===== src/rtl/epc_pkg.sv =====
// constants for the enable-pin low-power control block
package epc_pkg;
  // clock rate and enable-pin filter time
  localparam int unsigned CLK_HZ = 200_000_000;
  localparam int unsigned FILTER_US = 140;
  localparam longint unsigned FILTER_CYCLES_L = (longint'(FILTER_US) * CLK_HZ + 999_999) / 1_000_000;
  localparam int unsigned FILTER_CYCLES = int'(FILTER_CYCLES_L);
  localparam int FILTER_W = 16;
  // pin group widths
  localparam int SEG_W = 9;
  localparam int OUTC_W = 4;
  localparam int OUTA_W = 2;
  localparam int INB_W = 3;
  localparam int BIDIR_W = 2;
  // restart address after a reset
  localparam logic [10:0] RESTART_ADDR = 11'h000;
  // reset values
  localparam logic [BIDIR_W-1:0] BIDIR_OE_RST = 2'h0;
  localparam logic [SEG_W-1:0] SEG_RST = 9'h000;
  localparam logic [OUTC_W-1:0] OUTC_RST = 4'h0;
  localparam logic [OUTA_W-1:0] OUTA_RST = 2'h0;
  typedef enum logic [1:0] {EPC_RUN, EPC_HALT, EPC_STOP} epc_mode_e;
endpackage


===== src/rtl/epc_enable_pin_ctrl.sv =====
// enable-pin gating of synthesizer, clock-stop, reset, and low-power pin states
`timescale 1ns/1ps
// Summary of operation
// halt holds all port output states
// clock-stop makes bidir port bits inputs
// clock-stop keeps output-only ports driving
// input-only pins always internally pulled down
// clock-stop drives all segments low
// halt keeps the segment pattern shown
// synthesizer runs only with enable high
// enable low disables synthesizer automatically
// disabled synthesizer pins float
// software may disable synthesizer anytime
// clock-stop acts only with enable low
// enable high makes clock-stop a no-operation
// enable rising edge requests a reset
// clock-stop pulls crystal in low, out high
// ignore enable pulses under 140 us
// apply enable reset at next carry flag
// restart at address zero after stop release
// halt keeps peripherals running and settings
// synchronise enable before deciding clock-stop
module epc_enable_pin_ctrl #(
  parameter int unsigned FILTER_CYCLES = epc_pkg::FILTER_CYCLES
) (
  input wire logic clk,
  input wire logic nrst,
  input wire logic enable_pin,
  input wire logic halt_req,
  input wire logic halt_release,
  input wire logic stop_instr,
  input wire logic basic_timer_carry_flag,
  input wire logic synth_sw_enable,
  input wire logic [epc_pkg::BIDIR_W-1:0] bidir_out_val,
  input wire logic [epc_pkg::BIDIR_W-1:0] bidir_out_en,
  input wire logic [epc_pkg::OUTA_W-1:0] output_only_port_a_val,
  input wire logic [epc_pkg::OUTC_W-1:0] output_only_port_c_val,
  input wire logic tone_val,
  input wire logic [epc_pkg::SEG_W-1:0] segment_val,
  output logic enable_level,
  output logic cpu_run,
  output logic stop_nop,
  output logic enable_reset,
  output logic [10:0] restart_addr,
  output logic osc_stop,
  output logic synth_enable,
  output logic vco_high_band_input_en,
  output logic vco_low_band_input_en,
  output logic phase_error_output_oe,
  output logic [epc_pkg::BIDIR_W-1:0] bidir_port_o,
  output logic [epc_pkg::BIDIR_W-1:0] bidir_port_oe,
  output logic [epc_pkg::OUTA_W-1:0] output_only_port_a,
  output logic [epc_pkg::OUTC_W-1:0] output_only_port_c,
  output logic tone_output_pin,
  output logic [epc_pkg::SEG_W-1:0] segment_output,
  output logic [epc_pkg::INB_W-1:0] input_only_port_pulldown,
  output logic crystal_input_pulldown,
  output logic crystal_output,
  output logic crystal_output_oe
);
  // stop-state decode, shared by the mode, pin and synthesizer groups
  function automatic logic is_stop(input epc_pkg::epc_mode_e m);
    return (m == epc_pkg::EPC_STOP);
  endfunction

  // run-state decode, shared by the pin sampling and the status output
  function automatic logic is_run(input epc_pkg::epc_mode_e m);
    return (m == epc_pkg::EPC_RUN);
  endfunction

  // last filter count, sized to the counter on purpose
  localparam logic [epc_pkg::FILTER_W-1:0] FILT_LAST = epc_pkg::FILTER_W'(FILTER_CYCLES - 1);

  // synchroniser state
  logic sync_a;
  logic sync_b;
  logic next_sync_a;
  logic next_sync_b;
  // enable pin filter state
  logic filt;
  logic [epc_pkg::FILTER_W-1:0] cnt;
  logic next_filt;
  logic [epc_pkg::FILTER_W-1:0] next_cnt;
  logic rise;
  // mode and reset request state
  epc_pkg::epc_mode_e mode;
  epc_pkg::epc_mode_e next_mode;
  logic rst_pend;
  logic next_rst_pend;
  logic rst_pulse;
  logic next_rst_pulse;
  logic stop_nop_r;
  logic next_stop_nop;
  // held pin state
  logic [epc_pkg::BIDIR_W-1:0] bid_o;
  logic [epc_pkg::BIDIR_W-1:0] bid_oe;
  logic [epc_pkg::OUTA_W-1:0] oa;
  logic [epc_pkg::OUTC_W-1:0] oc;
  logic tone;
  logic [epc_pkg::SEG_W-1:0] seg;
  logic [epc_pkg::BIDIR_W-1:0] next_bid_o;
  logic [epc_pkg::BIDIR_W-1:0] next_bid_oe;
  logic [epc_pkg::OUTA_W-1:0] next_oa;
  logic [epc_pkg::OUTC_W-1:0] next_oc;
  logic next_tone;
  logic [epc_pkg::SEG_W-1:0] next_seg;
  // synthesizer gate state
  logic synth;
  logic next_synth;

  // two flops; only sync_b is read outside this group, as sync_a may be metastable
  always_comb begin
    next_sync_a = enable_pin;
    next_sync_b = sync_a;
  end

  always_ff @(posedge clk) begin
    if (!nrst) begin
      sync_a <= 1'b0;
      sync_b <= 1'b0;
    end else begin
      sync_a <= next_sync_a;
      sync_b <= next_sync_b;
    end
  end

  // filter: the level is accepted only after it stays stable for the full count
  always_comb begin
    next_filt = filt;
    next_cnt = '0;
    if (sync_b != filt) begin
      if (cnt >= FILT_LAST) begin
        next_filt = sync_b;
      end else begin
        next_cnt = cnt + 1'b1;
      end
    end
  end

  always_ff @(posedge clk) begin
    if (!nrst) begin
      filt <= 1'b0;
      cnt <= '0;
    end else begin
      filt <= next_filt;
      cnt <= next_cnt;
    end
  end

  // a short pulse restarts the count, so neither control nor level flag sees it
  assign rise = next_filt && !filt;

  always_comb begin
    next_mode = mode;
    next_rst_pend = rst_pend;
    next_rst_pulse = 1'b0;
    next_stop_nop = 1'b0;
    case (mode)
      epc_pkg::EPC_RUN: begin
        if (stop_instr && !filt) begin
          next_mode = epc_pkg::EPC_STOP;
        end else if (stop_instr) begin
          next_stop_nop = 1'b1;
        end else if (halt_req) begin
          next_mode = epc_pkg::EPC_HALT;
        end
      end
      epc_pkg::EPC_HALT: begin
        if (halt_release) begin
          next_mode = epc_pkg::EPC_RUN;
        end
      end
      epc_pkg::EPC_STOP: begin
        // only a filtered rising edge leaves clock-stop; it waits in halt for the carry
        if (rise) begin
          next_mode = epc_pkg::EPC_HALT;
        end
      end
      default: begin
        next_mode = epc_pkg::EPC_RUN;
      end
    endcase
    // reset waits for the carry flag so it lines up with the timer tick
    if (rst_pend && basic_timer_carry_flag && !is_stop(mode)) begin
      next_rst_pend = 1'b0;
      next_rst_pulse = 1'b1;
      next_mode = epc_pkg::EPC_RUN;
    end
    // an edge in the same cycle as an apply is kept: the set wins
    if (rise) begin
      next_rst_pend = 1'b1;
    end
  end

  always_ff @(posedge clk) begin
    if (!nrst) begin
      mode <= epc_pkg::EPC_RUN;
      rst_pend <= 1'b0;
      rst_pulse <= 1'b0;
      stop_nop_r <= 1'b0;
    end else begin
      mode <= next_mode;
      rst_pend <= next_rst_pend;
      rst_pulse <= next_rst_pulse;
      stop_nop_r <= next_stop_nop;
    end
  end

  // pins follow the cpu only in run; halt leaves them alone
  always_comb begin
    next_bid_o = bid_o;
    next_bid_oe = bid_oe;
    next_oa = oa;
    next_oc = oc;
    next_tone = tone;
    next_seg = seg;
    if (is_run(mode)) begin
      next_bid_o = bidir_out_val;
      next_bid_oe = bidir_out_en;
      next_oa = output_only_port_a_val;
      next_oc = output_only_port_c_val;
      next_tone = tone_val;
      next_seg = segment_val;
    end
    // blanking is decided from the next mode so the first stop cycle is already dark
    if (is_stop(next_mode)) begin
      next_seg = epc_pkg::SEG_RST;
      next_bid_oe = epc_pkg::BIDIR_OE_RST;
    end
  end

  always_ff @(posedge clk) begin
    if (!nrst) begin
      bid_o <= '0;
      bid_oe <= epc_pkg::BIDIR_OE_RST;
      oa <= epc_pkg::OUTA_RST;
      oc <= epc_pkg::OUTC_RST;
      tone <= 1'b0;
      seg <= epc_pkg::SEG_RST;
    end else begin
      bid_o <= next_bid_o;
      bid_oe <= next_bid_oe;
      oa <= next_oa;
      oc <= next_oc;
      tone <= next_tone;
      seg <= next_seg;
    end
  end

  // software can only narrow the gate; it can never run the loop with enable low
  always_comb begin
    next_synth = filt && synth_sw_enable;
    if (is_stop(next_mode)) begin
      next_synth = 1'b0;
    end
  end

  always_ff @(posedge clk) begin
    if (!nrst) begin
      synth <= 1'b0;
    end else begin
      synth <= next_synth;
    end
  end

  // one pull-down enable per input-only pin; they never switch off
  for (genvar i = 0; i < epc_pkg::INB_W; i++) begin : g_pulldown
    assign input_only_port_pulldown[i] = 1'b1;
  end

  assign enable_level = filt;
  assign cpu_run = is_run(mode);
  assign stop_nop = stop_nop_r;
  assign enable_reset = rst_pulse;
  assign restart_addr = epc_pkg::RESTART_ADDR;
  assign osc_stop = is_stop(mode);
  assign synth_enable = synth;
  assign vco_high_band_input_en = synth;
  assign vco_low_band_input_en = synth;
  assign phase_error_output_oe = synth;
  assign bidir_port_o = bid_o;
  assign bidir_port_oe = bid_oe;
  assign output_only_port_a = oa;
  assign output_only_port_c = oc;
  assign tone_output_pin = tone;
  assign segment_output = seg;
  // the crystal pins are only forced while the oscillator is stopped
  assign crystal_input_pulldown = is_stop(mode);
  assign crystal_output = 1'b1;
  assign crystal_output_oe = is_stop(mode);
endmodule // epc_enable_pin_ctrl


===== config.mk =====
export PLATFORM = sky130hd
export DESIGN_NAME = epc_enable_pin_ctrl
export DESIGN_NICKNAME = d
export VERILOG_FILES = /design/src/rtl/epc_pkg.sv /design/src/rtl/epc_enable_pin_ctrl.sv
export SDC_FILE = /design/constraint.sdc
export NUM_CORES = 1
export LEC_CHECK = 0
export BUFFER_PORTS_ARGS = -buffer_cell sky130_fd_sc_hd__buf_2
export CAP_MARGIN = 40
export CORE_ASPECT_RATIO = 0.9
export CORE_MARGIN = 2
export CORE_UTILIZATION = 45
export CTS_BUF_LIST = sky130_fd_sc_hd__clkbuf_8
export DETAILED_ROUTE_END_ITERATION = 6
export PLACE_DENSITY = 0.74
export SLEW_MARGIN = 20
export SYNTH_ARGS = -nofsm -noshare
export SYNTH_HDL_FRONTEND = slang
export SYNTH_SLANG_ARGS = --single-unit

===== constraint.sdc =====
create_clock -name clk -period 2.6 [get_ports clk]
set_clock_uncertainty 0.15 [all_clocks]
set_input_delay 0.78 -clock clk [delete_from_list [all_inputs] [get_ports clk]]
set_output_delay 0.78 -clock clk [all_outputs]
set_load 0.01 [all_outputs]

==> impl_results.html <==
<table>
<tr><th>Metric</th><th>Value</th></tr>
<tr><th colspan="2">Worst setup path</th></tr>
<tr><td>Highest net fanout along the worst path</td><td>9</td></tr>
<tr><td>Crit path buffers/inverters</td><td>1</td></tr>
<tr><td>Class of the most critical setup path</td><td>flip-flop to primary output</td></tr>
<tr><td>Standard cell with the maximum stage delay on the critical path</td><td>sky130_fd_sc_hd__nor2b_1</td></tr>
<tr><td>Worst setup SP type</td><td>flip-flop</td></tr>
<tr><td>Top Family by Delay on Critical Path</td><td>simple AND/OR/NAND/NOR gates</td></tr>
<tr><td>Critical path capture point type</td><td>primary output</td></tr>
<tr><td>Slack of the worst reg-to-reg path</td><td>0.43 ns</td></tr>
<tr><td>Arrival time worst endpoint</td><td>1.42 ns</td></tr>
<tr><td>Cell Chain, Critical Path</td><td>nor2b_1, buf_2</td></tr>
<tr><td>Max incr delay on CP</td><td>about 0.50 ns</td></tr>
<tr><td>Worst flop-to-flop path endpoint</td><td>mode[1]$_SDFF_PN0_</td></tr>
<tr><td>Worst reg-to-reg path cell count</td><td>6</td></tr>
<tr><td>Startpoint of the lowest-slack register-to-register path</td><td>cnt[0]$_SDFF_PP0_</td></tr>
<tr><td>Required time at the worst-slack endpoint</td><td>roughly 1.7 ns</td></tr>
<tr><th colspan="2">Logic synthesis</th></tr>
<tr><td>Number of warnings reported in the yosys synthesis log</td><td>0</td></tr>
<tr><td>Post-synthesis average cell area</td><td>around 9 µm²</td></tr>
<tr><td>Portion of synthesized cell area occupied by the leading cell type</td><td>a little under half</td></tr>
<tr><td>Count leader, synth</td><td>sky130_fd_sc_hd__dfxtp_1</td></tr>
<tr><td>Cell taking the most area after synthesis</td><td>sky130_fd_sc_hd__dfxtp_1</td></tr>
<tr><td>Combined area of all synthesized cells</td><td>~2000 µm²</td></tr>
<tr><td>Distinct cells, synth</td><td>38</td></tr>
<tr><td>Synth async-reset ratio</td><td>0%</td></tr>
<tr><td>Number of storage elements in the synthesis netlist</td><td>between 40 and 50</td></tr>
<tr><td>Number of standard cells after synthesis</td><td>220</td></tr>
<tr><td>Most used flip-flop cell after synthesis</td><td>sky130_fd_sc_hd__dfxtp_1</td></tr>
<tr><td>Synth top area cells</td><td>sky130_fd_sc_hd__dfxtp_1 45%, sky130_fd_sc_hd__buf_4 7.9%, sky130_fd_sc_hd__a211oi_2 5.0%, sky130_fd_sc_hd__nand2_1 4.9%, sky130_fd_sc_hd__nor3_1 4.5%</td></tr>
<tr><td>Most frequent cells after synthesis</td><td>45 x sky130_fd_sc_hd__dfxtp_1, 26 x sky130_fd_sc_hd__nand2_1, 21 x sky130_fd_sc_hd__buf_4</td></tr>
<tr><td>Part of the Yosys area used for sequential elements</td><td>a little under half</td></tr>
<tr><td>Number of synthesized flops with an enable pin</td><td>0</td></tr>
<tr><th colspan="2">Pwr</th></tr>
<tr><td>Seq pwr share</td><td>between 50% and 60%</td></tr>
<tr><td>Combinational share of power</td><td>15.5%</td></tr>
<tr><td>Internal power</td><td>approximately 980 µW</td></tr>
<tr><td>Total net switching power</td><td>between 300 and 400 µW</td></tr>
<tr><td>Leakage power total</td><td>a little under 1 nW</td></tr>
<tr><td>Power share of the clock group</td><td>a little under a third</td></tr>
<tr><td>Power density normalized to cell area</td><td>584 nW/µm²</td></tr>
<tr><td>Peak supply drop</td><td>around 320 µV</td></tr>
<tr><td>Net switching share of the total power</td><td>28.0%</td></tr>
<tr><th colspan="2">Clocking</th></tr>
<tr><td>Number of setup buffers added after CTS</td><td>0</td></tr>
<tr><td>Clock buffers created by TritonCTS</td><td>5</td></tr>
<tr><td>Clock tree from TritonCTS</td><td>yes</td></tr>
<tr><td>Gates resized, CTS repair</td><td>0</td></tr>
<tr><td>Worst skew pair latency</td><td>approximately 0.3 ns</td></tr>
<tr><td>Htree depth</td><td>2</td></tr>
<tr><td>Hold buffers post-CTS</td><td>0</td></tr>
<tr><td>TritonCTS sink count</td><td>45</td></tr>
<tr><td>Clk Tree Root Cell</td><td>sky130_fd_sc_hd__clkbuf_8</td></tr>
<tr><td>CTS clock-pin slew for the worst setup and hold paths</td><td>~0.08 ns</td></tr>
<tr><td>Number of buffers on the longest clock path</td><td>2</td></tr>
<tr><th colspan="2">STA</th></tr>
<tr><td>Relative slew margins</td><td>~60%</td></tr>
<tr><td>Min Tclk post-route</td><td>approximately 2.4 ns</td></tr>
<tr><td>Final Hold Fails</td><td>0</td></tr>
<tr><td>Final-layout worst hold slack</td><td>0.287 ns</td></tr>
<tr><td>Share of the cycle needed by the critical path after routing</td><td>90.4%</td></tr>
<tr><td>Slack of the critical path</td><td>between 0.2 and 0.25 ns</td></tr>
<tr><td>Final setup TNS</td><td>0 ns</td></tr>
<tr><td>Pins over their slew limit</td><td>0</td></tr>
<tr><td>Measured slew at the worst slew-check pin</td><td>between 0.5 and 0.6 ns</td></tr>
<tr><td>Max Clk Rate</td><td>roughly 0.43 GHz</td></tr>
<tr><td>Number of failing setup endpoints in the final timing report</td><td>0</td></tr>
<tr><td>Setup repair after global routing missed its margin</td><td>no</td></tr>
<tr><th colspan="2">Route</th></tr>
<tr><td>Detailed-route vias per instance</td><td>slightly below 5</td></tr>
<tr><td>Detailed-route wire length</td><td>~4000 µm</td></tr>
<tr><td>DRC</td><td>0</td></tr>
<tr><td>Post-route antenna net violation count</td><td>0</td></tr>
<tr><td>Total number of vias</td><td>1628</td></tr>
<tr><td>Iteration-0 DRC count of the detailed router</td><td>95</td></tr>
<tr><td>Average wire per standard cell</td><td>approximately 12 µm</td></tr>
<tr><td>Drt first pass iters</td><td>4</td></tr>
<tr><th colspan="2">Floorplanning</th></tr>
<tr><td>Core area</td><td>4160 µm²</td></tr>
<tr><td>Floorplan die area</td><td>a little under 5000 µm²</td></tr>
<tr><td>Initial standard-cell utilization of the core</td><td>roughly 48%</td></tr>
<tr><td>Vertical die dimension</td><td>around 67 µm</td></tr>
<tr><td>Number of cell rows</td><td>22</td></tr>
<tr><td>Die Span X</td><td>roughly 74 µm</td></tr>
<tr><td>Count of boundary I/O pins</td><td>74</td></tr>
<tr><th colspan="2">Finish</th></tr>
<tr><td>Post-synthesis to final-layout area growth</td><td>17.6%</td></tr>
<tr><td>Filler cell count in the final layout</td><td>approximately 360</td></tr>
<tr><td>N_diodes</td><td>0</td></tr>
<tr><td>Utilization after layout</td><td>56.2%</td></tr>
<tr><td>Fraction of final layout cells sized beyond drive strength 1</td><td>a little under a third</td></tr>
<tr><td>Final #Nets</td><td>between 300 and 400</td></tr>
<tr><td>Post-Layout Inst Area</td><td>about 2300 µm²</td></tr>
<tr><th colspan="2">Hold path</th></tr>
<tr><td>Hold path cells</td><td>1</td></tr>
<tr><td>Hold crit path type</td><td>flip-flop to flip-flop</td></tr>
<tr><td>Hold_sp</td><td>next_sync_b$_SDFF_PN0_</td></tr>
<tr><td>Hold worst-path end</td><td>sync_b$_SDFF_PN0_</td></tr>
<tr><th colspan="2">Global routing</th></tr>
<tr><td>Number of global-route vias before repair</td><td>around 1400</td></tr>
<tr><td>Pin count of the biggest net entering global routing</td><td>23</td></tr>
<tr><td>Total routing resource utilization after global routing</td><td>between 10% and 20%</td></tr>
<tr><td>First-pass GRT wire length</td><td>between 6000 and 7000 µm</td></tr>
<tr><td>Aggregate global routing overflow</td><td>0</td></tr>
<tr><td>Initial antenna violation count</td><td>0</td></tr>
<tr><th colspan="2">Place</th></tr>
<tr><td>Worst setup timing slack at the placement stage</td><td>around 0.43 ns</td></tr>
<tr><td>IO buf count</td><td>58</td></tr>
<tr><td>Detailed-placement wirelength estimate</td><td>around 2800 µm</td></tr>
<tr><td>Gp weighted congestion</td><td>about 0.8</td></tr>
<tr><td>Post-place instance area</td><td>2250 µm²</td></tr>
<tr><th colspan="2">Run</th></tr>
<tr><td>Number of maximum-capacitance violations</td><td>0</td></tr>
<tr><th colspan="2">Run status</th></tr>
<tr><td>Status</td><td>completed</td></tr>
</table>
power groups by stage:
stage	sequential, mW	combinational (mW)	clock [mW]
after floorplan	0.758	0.144	0
after CTS	0.733	0.212	0.432
after global placement	0.748	0.204	0
after global routing	0.737	0.234	0.470
after detailed placement	0.749	0.211	0
final	0.733	0.211	0.420
worst max-delay path by stage:
stage,to,slack [ns],startpoint,cells past startpoint
after floorplan,bidir_port_oe[0]$_SDFFE_PP0P_,0.61,cnt[0]$_SDFF_PP0_,6
after global placement,segment_output[0]$_SDFFE_PP0P_,0.24,stop_instr,5
after detailed placement,mode[1]$_SDFF_PN0_,0.43,cnt[0]$_SDFF_PP0_,6
after CTS,crystal_input_pulldown,0.24,mode[1]$_SDFF_PN0_,2
after global routing,osc_stop,0.08,mode[1]$_SDFF_PN0_,2
final,crystal_input_pulldown,0.25,mode[1]$_SDFF_PN0_,2
metal layers:
layer,global-route usage [%],up-vias,wire length (µm)
li1,-,842,-
met1,22.2,730,1890
met2,25.6,52,1790
met3,4.84,4,239
met4,6.82,0,41
met5,0,-,0
flip-flops by register name, summed over array words and instances (netlist names):
signal,count
segment_output,9
output_only_port_a,2
tone_output_pin,1
enable_level,1
bidir_port_o,2
phase_error_output_oe,1
rst_pend,1
output_only_port_c,4
sync_b,1
bidir_port_oe,2
stop_nop,1
mode,2
next_sync_b,1
enable_reset,1
cnt,16
logic make-up (layout without fill, tap and decap cells):
kind of cell	after synthesis	after routing	share of synthesized area (%)
DFF	45	45	45.4
buffers and inverters	39	79	11.4
and+or+nand+nor	72	72	18.1
AOI/OAI and AO/OA	48	48	18.3
adders and majority gates	1	1	0.630
xor gates and xnor gates	12	12	5.29
other	2	16	0.378
muxes	1	1	0.504
final cells by class:
| type | count | area [µm²] | share of cell area [%] |
|---|---|---|---|
| Multi-Input combinational cell | 150 | 911 | 39.0 |
| Sequential cell | 45 | 901 | 38.6 |
| Timing Repair Buffer | 64 | 335 | 14.4 |
| Tap cell | 60 | 75.1 | 3.22 |
| Clock buffer | 5 | 68.8 | 2.95 |
| Inverter | 7 | 26.3 | 1.13 |
| Clock inverter | 3 | 17.5 | 0.750 |
cells in the final DEF (no fill, tap or decap), types with 3 or more instances in the layout:
| cell | n |
|---|---|
| sky130_fd_sc_hd__buf_2 | 58 |
| sky130_fd_sc_hd__dfxtp_1 | 45 |
| sky130_fd_sc_hd__nand2_1 | 26 |
| sky130_fd_sc_hd__nor3_1 | 18 |
| sky130_fd_sc_hd__conb_1 | 16 |
| sky130_fd_sc_hd__a21oi_1 | 13 |
| sky130_fd_sc_hd__a22oi_1 | 11 |
| sky130_fd_sc_hd__xnor2_1 | 8 |
| sky130_fd_sc_hd__a211oi_2 | 8 |
| sky130_fd_sc_hd__inv_1 | 6 |
| sky130_fd_sc_hd__buf_4 | 6 |
| sky130_fd_sc_hd__clkbuf_8 | 5 |
| sky130_fd_sc_hd__or2_2 | 4 |
| sky130_fd_sc_hd__xor2_1 | 4 |
| sky130_fd_sc_hd__nand4_1 | 4 |
| sky130_fd_sc_hd__nand3_1 | 4 |
| sky130_fd_sc_hd__a211oi_1 | 4 |
| sky130_fd_sc_hd__nor2b_1 | 3 |
| sky130_fd_sc_hd__nor2_1 | 3 |
| sky130_fd_sc_hd__o21ai_0 | 3 |
| sky130_fd_sc_hd__nor3b_1 | 3 |
metrics by stage:
stage | std cells | total power [mW]
detailed placement | 326 | 0.960
finish | 334 | 1.36
global route | 334 | 1.44
global placement | 325 | 0.952
CTS | 334 | 1.38
floorplan | 234 | 0.902
Note: power is estimated with default switching activity, not from simulation.
